`src/include/xfi_defines.vh`:
```
`ifndef XFI_DEFINES_VH
`define XFI_DEFINES_VH

// wishbone register byte offsets
`define XFI_REG_STATUS     8'h00
`define XFI_REG_CLEAR      8'h04
`define XFI_REG_ENABLE     8'h08
`define XFI_REG_MODES      8'h0C
`define XFI_REG_FLAGS      8'h10
`define XFI_REG_FPSTAT     8'h14
`define XFI_REG_PROG       8'h18
`define XFI_REG_SAVED_FLAGS 8'h1C
`define XFI_REG_SAVED_STAT 8'h20

// event bits of status, clear and enable
`define XFI_EV_ERR_EXIT    0
`define XFI_EV_NORM_EXIT   1
`define XFI_EV_FLOAT_ERR   2
`define XFI_EV_EXCH_DONE   3
`define XFI_EV_BITS        4

// interrupt-modes field bits
`define XFI_MODE_ERR_EXIT_EN  0
`define XFI_MODE_NORM_EXIT_EN 1
`define XFI_MODE_FLOAT_EN     2
`define XFI_MODE_GLOBAL_EN    3
`define XFI_MODE_BITS      4
`define XFI_MODE_RESET     4'h0

// interrupt-flags field bits
`define XFI_FLAG_ERR_EXIT  0
`define XFI_FLAG_NORM_EXIT 1
`define XFI_FLAG_FLOAT_ERR 2
`define XFI_FLAG_BITS      3

// status field bits
`define XFI_STAT_FLOAT_ERR 0

// issued opcodes, 16-bit parcel (octal 000000 and 004000)
`define XFI_OP_ERR_EXIT    16'h0000
`define XFI_OP_NORM_EXIT   16'h0800

// context block layout, word indices
`define XFI_CTX_WORDS      16
`define XFI_CTX_W_MODES    4'h1
`define XFI_CTX_W_FLAGS    4'h2
`define XFI_CTX_W_STATUS   4'h3

`endif

```
`src/core/xfi_ctx_mem.v`:
```
`timescale 1ns/1ps

module xfi_ctx_mem #(
  parameter DW = 32,
  parameter AW = 6
) (
  input  wire          clock,
  input  wire          clk_en,
  input  wire          wr_en,
  input  wire          rd_en,
  input  wire [AW-1:0] addr,
  input  wire [DW-1:0] wdata,
  output reg  [DW-1:0] rdata_q
);

  reg [DW-1:0] mem [0:(1<<AW)-1];

  always @(posedge clock) begin
    if (clk_en) begin
      if (wr_en) begin
        mem[addr] <= wdata;
      end
      if (rd_en) begin
        rdata_q <= mem[addr];
      end
    end
  end

endmodule // xfi_ctx_mem

```
`src/core/xfi_exit_flags.v`:
```
// The implementer's own choices: register access over Wishbone and the register offsets.
`timescale 1ns/1ps
`include "xfi_defines.vh"
// Function
// - each program owns a sixteen-word context block used by the exchange.
// - error exit sets its flag when its mode bit and global enable are set.
// - normal exit sets its flag when the normal-exit mode bit is set.
// - normal exit always starts an exchange, whatever its mode bit.
// - global enable does not gate the normal-exit flag.
// - any unit range error sets float error flag when its mode bit set.
// - any float error sets float status bit regardless of mode bit.
// - modes, flags and status live in their context block fields.
// - every exchange sets the global interrupt-mode enable.

module xfi_exit_flags #(
  parameter NFPU  = 4,
  parameter PBITS = 2,
  parameter DW    = 32
) (
  input  wire             clock,
  input  wire             reset,
  input  wire             clk_en,
  // instruction issue and floating-point units
  input  wire             issue_valid,
  input  wire [15:0]      issue_opcode,
  input  wire [NFPU-1:0]  fp_range_err,
  output wire             issue_hold,
  // exchange mechanism
  output reg              exch_req_q,
  input  wire             exch_ack,
  input  wire [PBITS-1:0] exch_next_prog,
  output reg              exch_done_q,
  // classic wishbone slave
  input  wire             wb_cyc_i,
  input  wire             wb_stb_i,
  input  wire             wb_we_i,
  input  wire [7:0]       wb_adr_i,
  input  wire [3:0]       wb_sel_i,
  input  wire [31:0]      wb_dat_i,
  output reg  [31:0]      wb_dat_o,
  output reg              wb_ack_o,
  output wire             irq
);

  localparam AW = PBITS + 4;

  localparam ST_IDLE   = 3'd0;
  localparam ST_REQ    = 3'd1;
  localparam ST_WR_FLG = 3'd2;
  localparam ST_WR_STA = 3'd3;
  localparam ST_WR_MOD = 3'd4;
  localparam ST_RD_MOD = 3'd5;
  localparam ST_LOAD   = 3'd6;

  reg  [2:0]                state_q;
  reg  [2:0]                state_d;
  reg  [PBITS-1:0]          prog_q;
  reg  [PBITS-1:0]          next_prog_q;
  reg  [`XFI_MODE_BITS-1:0] modes_q;
  reg  [`XFI_FLAG_BITS-1:0] flags_q;
  reg                       fpstat_q;
  reg  [`XFI_EV_BITS-1:0]   ev_status_q;
  reg  [`XFI_EV_BITS-1:0]   ev_enable_q;
  reg  [`XFI_FLAG_BITS-1:0] saved_flags_q;
  reg                       saved_stat_q;
  reg                       fp_late_q;

  reg                       mem_wr;
  reg                       mem_rd;
  reg  [AW-1:0]             mem_addr;
  reg  [DW-1:0]             mem_wdata;
  wire [DW-1:0]             mem_rdata;

  wire                      wb_req;
  wire                      wb_wr;
  wire                      err_exit;
  wire                      norm_exit;
  wire                      any_fp_err;
  wire                      set_err_flag;
  wire                      set_norm_flag;
  wire                      set_fp_flag;
  wire [`XFI_EV_BITS-1:0]   ev_set;
  wire [`XFI_EV_BITS-1:0]   ev_clr;
  wire                      wr_modes;
  wire                      wr_enable;
  wire                      wr_clear;
  wire                      exch_taken;
  wire                      ctx_load;
  wire                      late_window;

  // context address of one field of one program
  function [AW-1:0] ctx_addr;
    input [PBITS-1:0] prog;
    input [3:0]       word;
    begin
      ctx_addr = {prog, word};
    end
  endfunction

  // byte-lane merge, used only for the program register read with all lanes selected
  function [31:0] lane_merge;
    input [31:0] old_val;
    input [31:0] new_val;
    input [3:0]  sel;
    integer      i;
    begin
      lane_merge = old_val;
      for (i = 0; i < 4; i = i + 1) begin
        if (sel[i]) begin
          lane_merge[i*8 +: 8] = new_val[i*8 +: 8];
        end
      end
    end
  endfunction

  // register write strobe, taken at the acknowledging edge
  function reg_wr_hit;
    input       wr;
    input [7:0] adr;
    input [3:0] sel;
    input [7:0] offset;
    begin
      reg_wr_hit = wr && (adr == offset) && sel[0];
    end
  endfunction

  xfi_ctx_mem #(
    .DW (DW),
    .AW (AW)
  ) u_ctx_mem (
    .clock   (clock),
    .clk_en  (clk_en),
    .wr_en   (mem_wr),
    .rd_en   (mem_rd),
    .addr    (mem_addr),
    .wdata   (mem_wdata),
    .rdata_q (mem_rdata)
  );

  // exit instructions are taken only while no exchange is running
  assign issue_hold = (state_q != ST_IDLE);
  assign err_exit   = issue_valid && !issue_hold && (issue_opcode == `XFI_OP_ERR_EXIT);
  assign norm_exit  = issue_valid && !issue_hold && (issue_opcode == `XFI_OP_NORM_EXIT);
  assign any_fp_err = |fp_range_err;

  // sequencer events used in several processes
  assign exch_taken  = (state_q == ST_REQ) && exch_ack;
  assign ctx_load    = (state_q == ST_LOAD);
  // float errors after the status word is saved belong to the next interval
  assign late_window = (state_q == ST_WR_STA) || (state_q == ST_WR_MOD) || (state_q == ST_RD_MOD);

  assign set_err_flag  = err_exit && modes_q[`XFI_MODE_ERR_EXIT_EN] && modes_q[`XFI_MODE_GLOBAL_EN];
  assign set_norm_flag = norm_exit && modes_q[`XFI_MODE_NORM_EXIT_EN];
  assign set_fp_flag   = any_fp_err && modes_q[`XFI_MODE_FLOAT_EN];

  assign wb_req = wb_cyc_i && wb_stb_i;
  assign wb_wr  = wb_req && wb_we_i && wb_ack_o;

  // register write strobes
  assign wr_modes  = reg_wr_hit(wb_wr, wb_adr_i, wb_sel_i, `XFI_REG_MODES);
  assign wr_enable = reg_wr_hit(wb_wr, wb_adr_i, wb_sel_i, `XFI_REG_ENABLE);
  assign wr_clear  = reg_wr_hit(wb_wr, wb_adr_i, wb_sel_i, `XFI_REG_CLEAR);

  assign ev_set = {exch_done_q, set_fp_flag, set_norm_flag, set_err_flag};
  assign ev_clr = wr_clear ? wb_dat_i[`XFI_EV_BITS-1:0]
                           : {`XFI_EV_BITS{1'b0}};
  assign irq    = |(ev_status_q & ev_enable_q);

  // exchange sequencer
  always @* begin
    state_d   = state_q;
    mem_wr    = 1'b0;
    mem_rd    = 1'b0;
    mem_addr  = ctx_addr(prog_q, `XFI_CTX_W_FLAGS);
    mem_wdata = {DW{1'b0}};
    case (state_q)
      ST_IDLE: begin
        if (err_exit || norm_exit) begin
          state_d = ST_REQ;
        end
      end
      ST_REQ: begin
        if (exch_ack) begin
          state_d = ST_WR_FLG;
        end
      end
      ST_WR_FLG: begin
        mem_wr    = 1'b1;
        mem_addr  = ctx_addr(prog_q, `XFI_CTX_W_FLAGS);
        mem_wdata = {{(DW-`XFI_FLAG_BITS){1'b0}}, flags_q};
        state_d   = ST_WR_STA;
      end
      ST_WR_STA: begin
        mem_wr    = 1'b1;
        mem_addr  = ctx_addr(prog_q, `XFI_CTX_W_STATUS);
        mem_wdata = {{(DW-1){1'b0}}, fpstat_q};
        state_d   = ST_WR_MOD;
      end
      ST_WR_MOD: begin
        mem_wr    = 1'b1;
        mem_addr  = ctx_addr(prog_q, `XFI_CTX_W_MODES);
        mem_wdata = {{(DW-`XFI_MODE_BITS){1'b0}}, modes_q};
        state_d   = ST_RD_MOD;
      end
      ST_RD_MOD: begin
        mem_rd   = 1'b1;
        mem_addr = ctx_addr(next_prog_q, `XFI_CTX_W_MODES);
        state_d  = ST_LOAD;
      end
      ST_LOAD: begin
        state_d = ST_IDLE;
      end
      default: begin
        state_d = ST_IDLE;
      end
    endcase
  end

  always @(posedge clock) begin
    if (reset) begin
      state_q     <= ST_IDLE;
      prog_q      <= {PBITS{1'b0}};
      next_prog_q <= {PBITS{1'b0}};
      exch_req_q  <= 1'b0;
      exch_done_q <= 1'b0;
    end else if (clk_en) begin
      state_q     <= state_d;
      exch_done_q <= ctx_load;
      if (state_q == ST_IDLE && state_d == ST_REQ) begin
        exch_req_q <= 1'b1;
      end else if (exch_taken) begin
        exch_req_q  <= 1'b0;
        next_prog_q <= exch_next_prog;
      end
      if (ctx_load) begin
        prog_q <= next_prog_q;
      end
    end
  end

  // mode bits, interrupt flags and float status of the running program
  always @(posedge clock) begin
    if (reset) begin
      modes_q  <= `XFI_MODE_RESET;
      flags_q  <= {`XFI_FLAG_BITS{1'b0}};
      fpstat_q <= 1'b0;
    end else if (clk_en) begin
      if (ctx_load) begin
        modes_q                      <= mem_rdata[`XFI_MODE_BITS-1:0];
        modes_q[`XFI_MODE_GLOBAL_EN] <= 1'b1;
        flags_q                      <= {`XFI_FLAG_BITS{1'b0}};
        // an error in the load cycle or from the status write on opens the new interval set
        flags_q[`XFI_FLAG_FLOAT_ERR] <= (any_fp_err || fp_late_q) && mem_rdata[`XFI_MODE_FLOAT_EN];
        fpstat_q                     <= any_fp_err || fp_late_q;
      end else begin
        if (wr_modes) begin
          modes_q <= wb_dat_i[`XFI_MODE_BITS-1:0];
        end
        if (exch_taken) begin
          modes_q[`XFI_MODE_GLOBAL_EN] <= 1'b1;
        end
        if (set_err_flag) begin
          flags_q[`XFI_FLAG_ERR_EXIT] <= 1'b1;
        end
        if (set_norm_flag) begin
          flags_q[`XFI_FLAG_NORM_EXIT] <= 1'b1;
        end
        if (set_fp_flag) begin
          flags_q[`XFI_FLAG_FLOAT_ERR] <= 1'b1;
        end
        if (any_fp_err) begin
          fpstat_q <= 1'b1;
        end
      end
    end
  end

  // float errors seen from the status write to the mode read of the exchange
  always @(posedge clock) begin
    if (reset) begin
      fp_late_q <= 1'b0;
    end else if (clk_en) begin
      if (ctx_load) begin
        fp_late_q <= 1'b0;
      end else if (late_window && any_fp_err) begin
        fp_late_q <= 1'b1;
      end
    end
  end

  // last flags and status words written back to the outgoing block
  always @(posedge clock) begin
    if (reset) begin
      saved_flags_q <= {`XFI_FLAG_BITS{1'b0}};
      saved_stat_q  <= 1'b0;
    end else if (clk_en) begin
      if (state_q == ST_WR_FLG) begin
        saved_flags_q <= mem_wdata[`XFI_FLAG_BITS-1:0];
      end
      if (state_q == ST_WR_STA) begin
        saved_stat_q <= mem_wdata[`XFI_STAT_FLOAT_ERR];
      end
    end
  end

  // sticky event status, set wins over clear
  always @(posedge clock) begin
    if (reset) begin
      ev_status_q <= {`XFI_EV_BITS{1'b0}};
      ev_enable_q <= {`XFI_EV_BITS{1'b0}};
    end else if (clk_en) begin
      ev_status_q <= (ev_status_q & ~ev_clr) | ev_set;
      if (wr_enable) begin
        ev_enable_q <= wb_dat_i[`XFI_EV_BITS-1:0];
      end
    end
  end

  // wishbone answer, one wait state
  always @(posedge clock) begin
    if (reset) begin
      wb_ack_o <= 1'b0;
      wb_dat_o <= 32'h0000_0000;
    end else if (clk_en) begin
      wb_ack_o <= wb_req && !wb_ack_o;
      if (wb_req && !wb_ack_o && !wb_we_i) begin
        case (wb_adr_i)
          `XFI_REG_STATUS: wb_dat_o <= {{(32-`XFI_EV_BITS){1'b0}}, ev_status_q};
          `XFI_REG_ENABLE: wb_dat_o <= {{(32-`XFI_EV_BITS){1'b0}}, ev_enable_q};
          `XFI_REG_MODES:  wb_dat_o <= {{(32-`XFI_MODE_BITS){1'b0}}, modes_q};
          `XFI_REG_FLAGS:  wb_dat_o <= {{(32-`XFI_FLAG_BITS){1'b0}}, flags_q};
          `XFI_REG_FPSTAT: wb_dat_o <= {31'h0000_0000, fpstat_q};
          `XFI_REG_PROG:   wb_dat_o <= lane_merge(32'h0000_0000, {{(32-PBITS){1'b0}}, prog_q}, 4'hF);
          // words saved by the last exchange
          `XFI_REG_SAVED_FLAGS: wb_dat_o <= {{(32-`XFI_FLAG_BITS){1'b0}}, saved_flags_q};
          `XFI_REG_SAVED_STAT:  wb_dat_o <= {31'h0000_0000, saved_stat_q};
          default:         wb_dat_o <= 32'h0000_0000;
        endcase
      end
    end
  end

endmodule // xfi_exit_flags

```
`config.mk`:
```
export PLATFORM = sky130hd
export DESIGN_NAME = xfi_exit_flags
export DESIGN_NICKNAME = d
export VERILOG_FILES = /design/src/core/xfi_ctx_mem.v /design/src/core/xfi_exit_flags.v
export VERILOG_INCLUDE_DIRS = /design/src /design/src/include
export SDC_FILE = /design/constraint.sdc
export NUM_CORES = 1
export LEC_CHECK = 0
export ABC_AREA = 0
export BUFFER_PORTS_ARGS = -buffer_cell sky130_fd_sc_hd__buf_2
export CORE_MARGIN = 5
export CORE_UTILIZATION = 30
export CTS_BUF_LIST = sky130_fd_sc_hd__clkbuf_8 sky130_fd_sc_hd__clkbuf_16
export CTS_CLUSTER_SIZE = 16
export DETAILED_ROUTE_END_ITERATION = 10
export GPL_TIMING_DRIVEN = 0
export PLACE_DENSITY = 0.56
export SYNTH_ARGS = -nofsm -noshare
export SYNTH_HDL_FRONTEND = slang
export SYNTH_HIERARCHICAL = 1
export SYNTH_SLANG_ARGS = --single-unit
```
`constraint.sdc`:
```
create_clock -name clock -period 3.8 [get_ports clock]
set_input_delay 0.19 -clock clock [delete_from_list [all_inputs] [get_ports clock]]
set_output_delay 0.19 -clock clock [all_outputs]
set_load 0.01 [all_outputs]
```
==> impl_metrics.env <==
export IMPL_grt_max_degree=67
export IMPL_die_w_um=201
export IMPL_cpLargestDelayFamily="simple AND/OR/NAND/NOR gates"
export IMPL_cp_cell_sequence="clkbuf_1 -> clkbuf_2 -> nand2_1 -> mux2_2 -> buf_2 -> or3b_2 -> clkbuf_1 -> or2_2 -> o22ai_1 -> nor3_1 -> nand3_1 -> or4_1"
export IMPL_antenna_found_initial=0
export IMPL_clock_sinks=230
export IMPL_cts_root_buf="clkbuf_16"
export IMPL_period_share_pct=96.3
export IMPL_area_growth_pct=18.3
export IMPL_critical_path_max_stage_delay_ps=560
export IMPL_grt_ovfl_total=0
export IMPL_post_dp_hpwl_um=24300
export IMPL_core_area_um2=36300
export IMPL_cts_tree="built"
export IMPL_comb_power_share_pct=4.0
export IMPL_drv_slew=0
export IMPL_grt_pass1_wl_um=48900
export IMPL_htree_num_levels=1
export IMPL_dieArea_um2=40500
export IMPL_worst_slew_pin_slew_ps=919
export IMPL_power_density_nw_per_um2=414
export IMPL_worstSetupStartpointType="flip-flop"
export IMPL_drtIter0Drc=697
export IMPL_critical_path_endpoint_type="flip-flop"
export IMPL_vias=7906
export IMPL_syn_inst=978
export IMPL_gp_congestion=0.946
export IMPL_clock_power_share_pct=45.8
export IMPL_cts_buffers_inserted=26
export IMPL_critPathMostFrequentCell="clkbuf_1"
export IMPL_wl_per_cell_um=20.8
export IMPL_slew_headroom_pct=38.6
export IMPL_period_needed_ps=3660
export IMPL_p_sw_share_pct=21.7
export IMPL_setup_violations=0
export IMPL_finClkSkew_ps=25.3
export IMPL_rsz0062_at_grt="false"
export IMPL_final_hold_viol_count=0
export IMPL_avgSynthCellArea_um2=11.2
export IMPL_drc=0
export IMPL_whs_ps=49.4
export IMPL_io_pins=111
export IMPL_status="finished clean"
export IMPL_chipHeight_um=201
export IMPL_slowest_stage="or4_1"
export IMPL_crit_type="reg2reg"
export IMPL_row_count=70
export IMPL_clock_latency_ps=560
export IMPL_dr_pass1_iters=5
export IMPL_hp_class="in2reg"
export IMPL_cp_buffers_inverters=4
export IMPL_cp_max_fo=9
export IMPL_cap_violations=0
export IMPL_layout_drive_gt1_share_pct=22.7
export IMPL_p_int_mw=4.21
export IMPL_num_antenna_cells=0
export IMPL_irDropWorstVdd_mv=0.334
export IMPL_grt_pass1_vias=7734
export IMPL_utilization_pct=35.7
export IMPL_nNetsFinal=1176
export IMPL_clk_path_buf_depth=3
export IMPL_p_leak_nw=4.79
export IMPL_viasPerCell=4.97
export IMPL_cts_setup_buffers=0
export IMPL_ant_nets=0
export IMPL_track_usage_pct=15.8
export IMPL_yosysWarnings=6
export IMPL_start_util_pct=30.2
export IMPL_crit_required_ps=4060
export IMPL_arrival_ps=3920
export IMPL_fmax_mhz=273
export IMPL_seq_power_share_pct=50.2
export IMPL_clk_pin_slew_ps=60
export IMPL_syn_area_um2=11000
export IMPL_port_buffers=50
export IMPL_wirelength_um=33100
export IMPL_p_switching_mw=1.17
[registers in the layout (all words and copies together), names as in the netlist]
signal,cells
flags_q,3
ev_status_q,4
fpstat_q,1
modes_q,4
wb_dat_o,4
wb_ack_o,1
u_ctx_mem/rdata_q,3
exch_done_q,1
fp_late_q,1
u_ctx_mem/mem,192
next_prog_q,2
saved_stat_q,1
state_q,3
saved_flags_q,3
ev_enable_q,4
exch_req_q,1
prog_q,2
[power groups by stage]
stage               clock network (mW)  registers [mW]  logic [mW]
floorplan                            0            2.75       0.137
global placement                     0            2.75       0.187
detailed placement                   0            2.75       0.187
CTS                               2.52            2.70       0.194
global route                      2.61            2.70       0.235
finish                            2.46            2.70       0.218
[worst min-delay path: stages]
cell and delay (ps):
buf_2 130, inv_1 70, nand4_1 70, a21oi_1 60
[layout make-up]
type                            count  area (um2)
Clock buffer                       27         664
Inverter                           18        67.6
Sequential cell                   230        6560
Buffer                            252        1310
Multi-Input combinational cell    513        3210
Timing Repair Buffer               61         405
Tap cell                          468         586
Fill cell                        3628       23400
Clock inverter                     21         185
[worst paths after layout]
path                from                   end  slack [ps]  depth (start not counted)
max reg2reg   state_q[0]  u_ctx_mem/rdata_q[1]         140                         12
max           state_q[0]  u_ctx_mem/rdata_q[1]         140                         12
min reg2reg  wb_dat_o[3]           wb_dat_o[3]         450                          2
min          wb_adr_i[5]           wb_dat_o[1]          50                          4
[cells in the final DEF, fill, tap and decap left out, types with 14 or more instances in the layout]
| cell type | n |
|---|---|
| a21oi_1 | 27 |
| buf_4 | 43 |
| nor2_1 | 110 |
| a22oi_1 | 37 |
| buf_1 | 17 |
| o21ai_0 | 14 |
| clkbuf_16 | 26 |
| clkbuf_1 | 107 |
| buf_6 | 16 |
| inv_1 | 18 |
| a221oi_1 | 32 |
| buf_2 | 117 |
| edfxtp_1 | 195 |
| nand3_1 | 18 |
| mux2i_1 | 30 |
| nand2_1 | 48 |
| dfxtp_1 | 35 |
| conb_1 | 36 |
[per-stage QoR]
step | worst slack, ps | power (mW) | area [um2] | setup TNS [ps] | std cells
after floorplan | 702 | 2.89 | 11100 | 0 | 1013
after global placement | -1940 | 2.94 | 11900 | -248110 | 1531
after detailed placement | -39.3 | 2.94 | 12100 | -40.4 | 1534
after CTS | 103 | 5.41 | 13000 | 0 | 1590
after global routing | 19.4 | 5.55 | 13000 | 0 | 1590
final | 142 | 5.38 | 13000 | 0 | 1590
[layer usage]
metal | track usage, % | vias to the layer above | routed length [um] | part of all wire, %
met5 | 0 | - | 0 | 0
met4 | 4.69 | 0 | 1040 | 3.1
met3 | 3.64 | 65 | 2980 | 9.0
met2 | 25.1 | 374 | 14900 | 45
met1 | 21.6 | 3825 | 14200 | 43
li1 | - | 3642 | - | -
[what timing repair did]
action / in CTS / in global routing
resized for setup: 1 / 2
endpoints found under the hold margin: 10 / 0
endpoints found under the setup margin: 2 / 1
hold buffers: 8 / 0
(Power assumes the default switching activity.)
